<file path="src/core/psa_regs.svh">
`ifndef PSA_REGS_SVH
`define PSA_REGS_SVH
// Register byte offsets on the bus.
`define PSA_OFS_TPAGE 4'h0
`define PSA_OFS_VPAGE 4'h4
`define PSA_OFS_CPUCTL 4'h8
`define PSA_OFS_STATUS 4'hC
// Reset values.
`define PSA_RST_TPAGE 8'h00
`define PSA_RST_VPAGE 8'h00
`define PSA_RST_CPUCTL 16'h0000
// Field positions.
`define PSA_CPUCTL_VIS_BIT 2
`define PSA_TPAGE_CFG_BIT 7
`define PSA_EA_REMAP_BIT 15
// Extra cycles of a remapped read.
`define PSA_PEN_MOVE 2'h1
`define PSA_PEN_OTHER 2'h2
`define PSA_PEN_LOOP_EDGE 2'h2
`define PSA_PEN_LOOP_BODY 2'h0
// Self-programming block sizes, in instructions.
`define PSA_ROW_INSTR 64
`define PSA_ERASE_INSTR 512
`endif

</file>
<file path="src/core/psa_pkg.sv">
package psa_pkg;
   // Kinds of access the core may issue.
   typedef enum logic [2:0] {
      OP_DATA_READ,
      OP_TABLE_READ_LOW,
      OP_TABLE_READ_HIGH,
      OP_TABLE_WRITE_LOW,
      OP_TABLE_WRITE_HIGH
   } psa_op_t;
   // Instruction class, which sets the remap cost.
   typedef enum logic [1:0] {
      IC_MOVE,
      IC_DOUBLE_MOVE,
      IC_OTHER
   } psa_iclass_t;
   // One access request from the core.
   typedef struct packed {
      psa_op_t op;
      logic [15:0] effective_address;
      logic byte_mode;
      logic [15:0] wdata;
      psa_iclass_t iclass;
      logic in_loop;
      logic loop_edge;
   } psa_req_t;
   // Answer to the core.
   typedef struct packed {
      logic [15:0] rdata;
      logic to_data_mem;
      logic remapped;
      logic refused;
   } psa_rsp_t;
   // Write into the holding latches.
   typedef struct packed {
      logic [23:0] addr;
      logic high;
      logic [1:0] lanes;
      logic [15:0] data;
   } psa_latch_t;
   // Sequencer states.
   typedef enum logic [1:0] {
      ST_IDLE,
      ST_FETCH,
      ST_PENALTY
   } psa_state_t;
endpackage : psa_pkg

</file>
<file path="src/core/psa_top.sv">
// Behaviour
// [RULE_01] Table address is page over effective address.
// [RULE_02] Page bit 7 selects configuration space.
// [RULE_03] Remap address: page plus low 15 bits.
// [RULE_04] Remap only if bit 15 and enabled.
// [RULE_05] Window is upper 32K, 256 pages.
// [RULE_06] Addresses step by two per word.
// [RULE_07] Word read low returns bits 15:0.
// [RULE_08] Byte read low picks byte by select.
// [RULE_09] Word read high zero fills upper byte.
// [RULE_10] Byte read high phantom byte reads zero.
// [RULE_11] Only high ops touch upper eight bits.
// [RULE_12] Configuration space reads only, implemented areas.
// [RULE_13] Remapped read returns low 16 bits.
// [RULE_14] Remap suspended during table operations.
// [RULE_15] Remap costs one or two cycles.
// [RULE_16] Loop remap costs two at edges only.
// [RULE_17] Rows of 64, erase blocks of 512.
// [RULE_18] Software pads constants' upper byte.
// [RULE_19] Table writes only reach holding latches.
// [RULE_20] Plain data access goes to data memory.
//
// Decided for this implementation: the register addresses and register access over AHB-Lite.
`timescale 1ns/10ps
`default_nettype none
`include "psa_regs.svh"
module psa_top #(
   // Implemented configuration area, inclusive word addresses.
   parameter logic [23:0] CFG_IMPL_LO = 24'hF8_0000,
   parameter logic [23:0] CFG_IMPL_HI = 24'hFF_FFFE
) (
   // Clock, reset and enable.
   input wire logic i_clk,
   input wire logic i_rst,
   input wire logic i_ce,
   // AHB-Lite slave.
   input wire logic i_hsel,
   input wire logic [31:0] i_haddr,
   input wire logic [1:0] i_htrans,
   input wire logic i_hwrite,
   input wire logic [2:0] i_hsize,
   input wire logic [31:0] i_hwdata,
   input wire logic i_hready,
   output logic o_hreadyout,
   output logic [31:0] o_hrdata,
   output logic o_hresp,
   // Core request and answer.
   input wire logic i_req_valid,
   input wire psa_pkg::psa_req_t i_req,
   output logic o_req_ready,
   output logic o_rsp_valid,
   output psa_pkg::psa_rsp_t o_rsp,
   // Program memory read port.
   output logic o_pm_rd,
   output logic [23:0] o_pm_addr,
   input wire logic [23:0] i_pm_rdata,
   // Holding latch write port.
   output logic o_latch_wr,
   output psa_pkg::psa_latch_t o_latch
);

   // Bus address phase captured for the data phase.
   logic wr_pend_reg, wr_pend_next;
   logic [3:0] wr_ofs_reg, wr_ofs_next;
   logic [31:0] hrdata_reg, hrdata_next;
   // Software visible registers.
   logic [7:0] tpage_reg, tpage_next;
   logic [7:0] vpage_reg, vpage_next;
   logic [15:0] cpuctl_reg, cpuctl_next;
   logic [7:0] refused_cnt_reg, refused_cnt_next;
   // Sequencer state.
   psa_pkg::psa_state_t state_reg, state_next;
   psa_pkg::psa_req_t req_reg, req_next;
   logic [1:0] pen_reg, pen_next;
   logic [15:0] data_reg, data_next;
   // Registered outputs toward the core and memory.
   logic ready_reg, ready_next;
   logic rsp_valid_reg, rsp_valid_next;
   psa_pkg::psa_rsp_t rsp_reg, rsp_next;
   logic pm_rd_reg, pm_rd_next;
   logic [23:0] pm_addr_reg, pm_addr_next;
   logic latch_wr_reg, latch_wr_next;
   psa_pkg::psa_latch_t latch_reg, latch_next;
   // Decoded view of the incoming request.
   logic take;
   logic is_table;
   logic is_write;
   logic vis_on;
   logic remap;
   logic cfg_space;
   logic cfg_ok;
   logic [23:0] tbl_addr;
   logic [23:0] vis_addr;

   // Extra cycles owed by a remapped read.
   function automatic logic [1:0] remap_penalty(input psa_pkg::psa_req_t r);
      logic [1:0] p;
      p = `PSA_PEN_OTHER;
      if (r.in_loop)
      begin
         // [RULE_16] Loop edge cost
         p = r.loop_edge ? `PSA_PEN_LOOP_EDGE : `PSA_PEN_LOOP_BODY;
      end
      else if (r.iclass != psa_pkg::IC_OTHER)
      begin
         // [RULE_15] Move cost one
         p = `PSA_PEN_MOVE;
      end
      return p;
   endfunction : remap_penalty

   // Steer a program word onto the 16-bit data lanes.
   function automatic logic [15:0] steer(input psa_pkg::psa_req_t r,
                                         input logic [23:0] w);
      logic [15:0] d;
      d = 16'h0000;
      case (r.op)
         psa_pkg::OP_TABLE_READ_LOW:
         begin
            if (!r.byte_mode)
            begin
               // [RULE_07] Word low read
               d = w[15:0];
            end
            else
            begin
               // [RULE_08] Byte select lane
               d = {8'h00, r.effective_address[0] ? w[15:8] : w[7:0]};
            end
         end
         psa_pkg::OP_TABLE_READ_HIGH:
         begin
            // [RULE_09] Phantom byte zero
            // [RULE_10] Byte select phantom
            if (!(r.byte_mode && r.effective_address[0]))
            begin
               d = {8'h00, w[23:16]};
            end
         end
         default:
         begin
            // [RULE_13] Remap low word
            d = w[15:0];
         end
      endcase
      return d;
   endfunction : steer

   // Decode of the request as offered this cycle.
   always_comb
   begin
      take = i_ce && i_req_valid && ready_reg;
      is_table = (i_req.op != psa_pkg::OP_DATA_READ);
      is_write = (i_req.op == psa_pkg::OP_TABLE_WRITE_LOW) ||
                 (i_req.op == psa_pkg::OP_TABLE_WRITE_HIGH);
      vis_on = cpuctl_reg[`PSA_CPUCTL_VIS_BIT];
      // [RULE_04] Remap route condition
      // [RULE_05] Upper half window
      remap = !is_table && vis_on && i_req.effective_address[`PSA_EA_REMAP_BIT];
      // [RULE_01] Page over address
      // [RULE_06] Two per word
      tbl_addr = {tpage_reg, i_req.effective_address};
      // [RULE_03] Bit 15 dropped
      vis_addr = {1'b0, vpage_reg, i_req.effective_address[14:0]};
      // [RULE_02] Configuration select bit
      cfg_space = tpage_reg[`PSA_TPAGE_CFG_BIT];
      cfg_ok = (tbl_addr >= CFG_IMPL_LO) && (tbl_addr <= CFG_IMPL_HI);
   end

   // Sequencer next state and registered outputs toward the core.
   always_comb
   begin
      state_next = state_reg;
      req_next = req_reg;
      pen_next = pen_reg;
      data_next = data_reg;
      rsp_valid_next = 1'b0;
      rsp_next = rsp_reg;
      pm_rd_next = 1'b0;
      pm_addr_next = pm_addr_reg;
      latch_wr_next = 1'b0;
      latch_next = latch_reg;
      refused_cnt_next = refused_cnt_reg;
      case (state_reg)
         psa_pkg::ST_IDLE:
         begin
            if (take)
            begin
               req_next = i_req;
               rsp_next = '0;
               if (!is_table && !remap)
               begin
                  // [RULE_20] Plain data access
                  rsp_valid_next = 1'b1;
                  rsp_next.to_data_mem = 1'b1;
               end
               else if (is_table && cfg_space && (is_write || !cfg_ok))
               begin
                  // [RULE_12] Configuration refuse
                  rsp_valid_next = 1'b1;
                  rsp_next.refused = 1'b1;
                  refused_cnt_next = refused_cnt_reg + 8'h01;
               end
               else if (is_write)
               begin
                  // [RULE_19] Holding latch only
                  // [RULE_11] High lane write
                  // [RULE_17] Full address for row grouping
                  latch_wr_next = 1'b1;
                  latch_next.addr = tbl_addr;
                  latch_next.high = (i_req.op == psa_pkg::OP_TABLE_WRITE_HIGH);
                  latch_next.data = i_req.wdata;
                  if (!i_req.byte_mode)
                  begin
                     latch_next.lanes = 2'h3;
                  end
                  else
                  begin
                     latch_next.lanes = i_req.effective_address[0] ? 2'h2 : 2'h1;
                  end
                  rsp_valid_next = 1'b1;
               end
               else
               begin
                  // Reads fetch from program memory first.
                  pm_rd_next = 1'b1;
                  pm_addr_next = remap ? vis_addr : tbl_addr;
                  pen_next = remap ? remap_penalty(i_req) : 2'h0;
                  rsp_next.remapped = remap;
                  state_next = psa_pkg::ST_FETCH;
               end
            end
         end
         psa_pkg::ST_FETCH:
         begin
            // Word is taken in the same cycle as the read strobe.
            data_next = steer(req_reg, i_pm_rdata);
            if (pen_reg == 2'h0)
            begin
               rsp_valid_next = 1'b1;
               rsp_next.rdata = steer(req_reg, i_pm_rdata);
               state_next = psa_pkg::ST_IDLE;
            end
            else
            begin
               state_next = psa_pkg::ST_PENALTY;
            end
         end
         psa_pkg::ST_PENALTY:
         begin
            // The second program fetch of a remap is modelled as stall cycles.
            pen_next = pen_reg - 2'h1;
            if (pen_reg == 2'h1)
            begin
               rsp_valid_next = 1'b1;
               rsp_next.rdata = data_reg;
               state_next = psa_pkg::ST_IDLE;
            end
         end
         default:
         begin
            state_next = psa_pkg::ST_IDLE;
         end
      endcase
      // [RULE_14] Busy blocks remap
      ready_next = (state_next == psa_pkg::ST_IDLE);
   end

   // Bus slave next state: zero-wait, every response OKAY.
   always_comb
   begin
      wr_pend_next = 1'b0;
      wr_ofs_next = wr_ofs_reg;
      hrdata_next = hrdata_reg;
      tpage_next = tpage_reg;
      vpage_next = vpage_reg;
      cpuctl_next = cpuctl_reg;
      // Data phase of a write lands in the addressed register.
      if (wr_pend_reg)
      begin
         case (wr_ofs_reg)
            `PSA_OFS_TPAGE:
            begin
               tpage_next = i_hwdata[7:0];
            end
            `PSA_OFS_VPAGE:
            begin
               vpage_next = i_hwdata[7:0];
            end
            `PSA_OFS_CPUCTL:
            begin
               cpuctl_next = i_hwdata[15:0];
            end
            default:
            begin
               // Status and unmapped words ignore writes.
               cpuctl_next = cpuctl_reg;
            end
         endcase
      end
      // Address phase: reads are prepared now so data stands next cycle.
      if (i_hsel && i_hready && i_htrans[1])
      begin
         wr_pend_next = i_hwrite;
         wr_ofs_next = i_haddr[3:0];
         hrdata_next = 32'h0000_0000;
         if (!i_hwrite)
         begin
            case (i_haddr[3:0])
               `PSA_OFS_TPAGE:
               begin
                  hrdata_next = {24'h00_0000, tpage_reg};
               end
               `PSA_OFS_VPAGE:
               begin
                  hrdata_next = {24'h00_0000, vpage_reg};
               end
               `PSA_OFS_CPUCTL:
               begin
                  hrdata_next = {16'h0000, cpuctl_reg};
               end
               `PSA_OFS_STATUS:
               begin
                  hrdata_next = {14'h0000, state_reg, refused_cnt_reg, pm_addr_reg[23:16]};
               end
               default:
               begin
                  hrdata_next = 32'h0000_0000;
               end
            endcase
         end
      end
   end

   // Register every group; the enable freezes everything while low.
   always_ff @(posedge i_clk)
   begin
      if (i_rst)
      begin
         wr_pend_reg <= 1'b0;
         wr_ofs_reg <= 4'h0;
         hrdata_reg <= 32'h0000_0000;
         tpage_reg <= `PSA_RST_TPAGE;
         vpage_reg <= `PSA_RST_VPAGE;
         cpuctl_reg <= `PSA_RST_CPUCTL;
         refused_cnt_reg <= 8'h00;
         state_reg <= psa_pkg::ST_IDLE;
         req_reg <= '0;
         pen_reg <= 2'h0;
         data_reg <= 16'h0000;
         ready_reg <= 1'b0;
         rsp_valid_reg <= 1'b0;
         rsp_reg <= '0;
         pm_rd_reg <= 1'b0;
         pm_addr_reg <= 24'h00_0000;
         latch_wr_reg <= 1'b0;
         latch_reg <= '0;
      end
      else if (i_ce)
      begin
         wr_pend_reg <= wr_pend_next;
         wr_ofs_reg <= wr_ofs_next;
         hrdata_reg <= hrdata_next;
         tpage_reg <= tpage_next;
         vpage_reg <= vpage_next;
         cpuctl_reg <= cpuctl_next;
         refused_cnt_reg <= refused_cnt_next;
         state_reg <= state_next;
         req_reg <= req_next;
         pen_reg <= pen_next;
         data_reg <= data_next;
         ready_reg <= ready_next;
         rsp_valid_reg <= rsp_valid_next;
         rsp_reg <= rsp_next;
         pm_rd_reg <= pm_rd_next;
         pm_addr_reg <= pm_addr_next;
         latch_wr_reg <= latch_wr_next;
         latch_reg <= latch_next;
      end
   end

   // Outputs come straight from flip-flops, except hreadyout and hresp, which are tied to constants.
   assign o_hreadyout = 1'b1;
   assign o_hrdata = hrdata_reg;
   assign o_hresp = 1'b0;
   assign o_req_ready = ready_reg;
   assign o_rsp_valid = rsp_valid_reg;
   assign o_rsp = rsp_reg;
   assign o_pm_rd = pm_rd_reg;
   assign o_pm_addr = pm_addr_reg;
   assign o_latch_wr = latch_wr_reg;
   assign o_latch = latch_reg;

endmodule : psa_top
`default_nettype wire

</file>
<file path="config.mk">
export PLATFORM = sky130hd
export DESIGN_NAME = psa_top
export DESIGN_NICKNAME = d
export VERILOG_FILES = /design/src/core/psa_pkg.sv /design/src/core/psa_top.sv
export VERILOG_INCLUDE_DIRS = /design/src /design/src/core
export SDC_FILE = /design/constraint.sdc
export NUM_CORES = 1
export LEC_CHECK = 0
export BUFFER_PORTS_ARGS = -buffer_cell sky130_fd_sc_hd__buf_2
export CAP_MARGIN = 10
export CORE_ASPECT_RATIO = 1.2
export CORE_MARGIN = 2
export CORE_UTILIZATION = 51
export CTS_BUF_LIST = sky130_fd_sc_hd__clkbuf_16
export CTS_CLUSTER_SIZE = 20
export DETAILED_ROUTE_END_ITERATION = 8
export HOLD_SLACK_MARGIN = 0.02
export PLACE_DENSITY = 0.81
export SLEW_MARGIN = 40
export SYNTH_ARGS = -nofsm -noshare
export SYNTH_HDL_FRONTEND = slang
export SYNTH_SLANG_ARGS = --single-unit
</file>
<file path="constraint.sdc">
create_clock -name i_clk -period 4.09 [get_ports i_clk]
set_input_delay 0 -clock i_clk [delete_from_list [all_inputs] [get_ports i_clk]]
set_output_delay 0 -clock i_clk [all_outputs]
set_load 0.01 [all_outputs]
</file>
==> key figures <==
Synth
  • FFs w/ async S/R, synth: 0%
  • Synth warn: 0
  • Library cells used by synthesis: 62
  • Post-synthesis register bit count: 178
  • Gate Count Post-Synth: 822
  • Sequential element share of the synthesized area: 46.3%
  • Synth Flop Type: dfxtp_1
  • EDFF count, synth: 0
  • Cell area after synthesis: 0.00770 sq mm
  • Mean Syn Cell Area: 9.37 sq um

Global route
  • Remaining global-route overflow: 0
  • Vias in the first global route: 6,796
  • Largest net degree at the start of global routing: 77
  • GRT Total Usage: 27.2%
  • First-pass GRT wire length: 34.6 mm
  • Antenna violations before repair: 0

Timing
  • Slew margin rel.: 44.6%
  • Endpoints failing setup: 0
  • Max Slew Vio Count: 0
  • Tcrit/Tclk final: 87.3%
  • Setup tns final: 0 ps
  • Worst Tran Pin Value: 824 ps
  • Tmin final: 3570 ps
  • Setup ws final: 520 ps
  • Max Fclk: 280 MHz
  • Final count of hold timing violations: 0
  • RSZ-0062 raised after global routing: false
  • Worst clock skew: 6.40 ps

Finish
  • Share of cells above drive strength 1: 24.9%
  • Area Overhead vs Synth: 30.1%
  • Max FFs per register: 43
  • Antenna diodes: 0
  • Post-route cell area: 0.0100 sq mm
  • Final Net Count: 1,208

Clocking
  • Clock transition at the registers of the reported paths: 60 ps
  • CTS H-tree lvls: 4
  • TritonCTS buffer count: 17
  • Clock latency on the worst-skew pair: 430 ps
  • Root buf cell: clkbuf_16
  • Setup Fix Bufs, Post-CTS: 0
  • Clock Sinks: 178
  • TritonCTS clock tree: built
  • Max Buffers Root-to-Sink: 2

Floorplanning
  • Overall die height: 139 microns
  • Row count: 49
  • Core area: 0.0149 sq mm
  • Chip width: 116 microns
  • Initial Util: 51.7%
  • Die area: 0.0161 sq mm
  • # IOs: 264

Critical path
  • WP data required: 4460 ps
  • Slowest cell on crit path: buf_4
  • Crit. End Element: register
  • Setup Crit Path Kind: register to register
  • Cell mode on critical path: buf_4
  • Crit path DAT: 3940 ps
  • CP cell instances: inv_1 -> ha_1 -> and4_1 -> buf_4 -> o21ai_0 -> a211oi_4 -> buf_4 -> nor2_1 -> a311oi_1 -> dlygate4sd3_1
  • Startpoint types: register
  • Crit-path max FO: 45
  • CP peak stage delay: 600 ps

Power and ir drop
  • Total power: 3.68 mW
  • VDD IR max: 0.000266 V
  • Leak: 4.24 nW
  • Pwr dens: 367 mW/mm^2

Routing
  • DRC: 0
  • Wire length per cell: 17.0 microns
  • Final wirelength: 21.8 mm
  • Antenna-violating nets left: 0
  • Via count: 7,066
  • Via density: 5.53
  • Initial DRC count: 640
  • Drt first pass iters: 5

Run
  • Max-Cap Viols: 0

Outcome
  • Outcome: finished clean

Place
  • Placer congestion estimate: 0.842
  • Area after detailed placement: 0.00868 sq mm
  • PortBufs: 199
  • HPWL after DPL: 14.1 mm
  • DP Worst Slack: 1090 ps

Min path
  • Worst Hold Class: input pin to register
## Yosys cell counts (10+ instances only)
cell type / count / share of area (%)
nor3_1: 13 / 0.84
mux2_2: 11 / 1.6
dfxtp_1: 178 / 46
a21oi_1: 47 / 3.1
a22oi_1: 33 / 3.2
buf_4: 19 / 1.9
nand2_1: 49 / 2.4
and3_1: 11 / 0.89
nand3_1: 21 / 1.4
clkbuf_1: 38 / 1.9
a2bb2oi_1: 10 / 1.1
mux2i_1: 83 / 11
a32oi_1: 10 / 1.1
o21ai_0: 21 / 1.4
nor2_1: 137 / 6.7
## layer usage
layer / vias up / global-route usage (%) / part of all wire, %
li1: 3403 / - / -
met1: 3343 / 33.8 / 41
met2: 274 / 45.2 / 50
met3: 46 / 6.51 / 6.1
met4: 0 / 10.8 / 2.9
met5: - / 0 / 0
## what timing repair did
item | in CTS | in global routing
hold buffers | 75 | 0
hold endpoints to repair | 122 | 0
gates resized for setup | 0 | 0
## placed cells by master (no fill, tap or decap), drive strengths merged, types with 9 or more instances in the layout
| cell type | Yosys | routed |
|---|---|---|
| nor2b | 9 | 9 |
| a2bb2oi | 10 | 10 |
| mux2 | 11 | 11 |
| clkbuf | 39 | 17 |
| a32oi | 10 | 10 |
| a21oi | 49 | 49 |
| nor2 | 137 | 137 |
| nor3 | 13 | 13 |
| dfxtp | 178 | 178 |
| a22oi | 33 | 33 |
| nand2 | 49 | 49 |
| a311oi | 9 | 9 |
| inv | 9 | 12 |
| conb | 2 | 16 |
| and3 | 11 | 11 |
| buf | 35 | 205 |
| nand4 | 10 | 10 |
| mux2i | 83 | 83 |
| nand3 | 21 | 21 |
| o21ai | 23 | 23 |
| dlygate4sd3 | 0 | 75 |
## where the power goes
part,total [mW],internal [mW],switching (mW)
Combinational,0.278,0.122,0.155
Sequential,1.76,1.75,0.0117
Clock,1.64,0.954,0.684
Total,3.68,2.83,0.851
## worst paths after layout
check	cells past startpoint	slack, ps	to	start
max	10	520	o_latch[17]$_SDFFE_PP0P_	state_reg[0]$_SDFFE_PP0P_
min	3	50	wr_ofs_reg[2]$_SDFFE_PP0P_	i_haddr[2]
max reg2reg	10	520	o_latch[17]$_SDFFE_PP0P_	state_reg[0]$_SDFFE_PP0P_
min reg2reg	2	460	o_rsp[1]$_SDFFE_PP0P_	o_rsp[1]$_SDFFE_PP0P_
## worst max-delay path: cells and delay by family (launching register included)
kind | cells | cell delay, ps
adders and majority gates | 1 | 290
buffers and inverters | 4 | 1670
and+or+nand+nor | 2 | 290
AOI/OAI and AO/OA | 3 | 830
DFF | 1 | 390
## kinds of logic (layout without fill, tap and decap cells)
group           Yosys count  count (layout)  share of synthesized area, %
buf+inv                  84             322                          5.55
mux                     102             102                          14.7
flops                   178             178                          46.3
simple gates            281             281                          17.1
fa+ha+maj                 7               7                          1.14
other cells               2              16                        0.0975
compound gates          168             168                          15.1
## area by class of cell
| class | instances | area (sq um) |
|---|---|---|
| clock buffers | 17 | 425 |
| clock inverters | 15 | 166 |
| fillers | 1177 | 4870 |
| inverters | 10 | 37.5 |
| multi-input cells | 574 | 3780 |
| flip-flops and latches | 178 | 3560 |
| well taps | 204 | 255 |
| repair buffers | 280 | 1790 |
## through the flow
step	std cells	utilization [%]	hold WS (ps)
after CTS	1278	67.3	29.6
after global routing	1278	67.3	53.7
after detailed placement	1171	58.3	240
after global placement	1171	58.2	231
final	1278	67.3	49.0
after floorplan	836	-	109
Note: power is estimated with default switching activity, not from simulation.
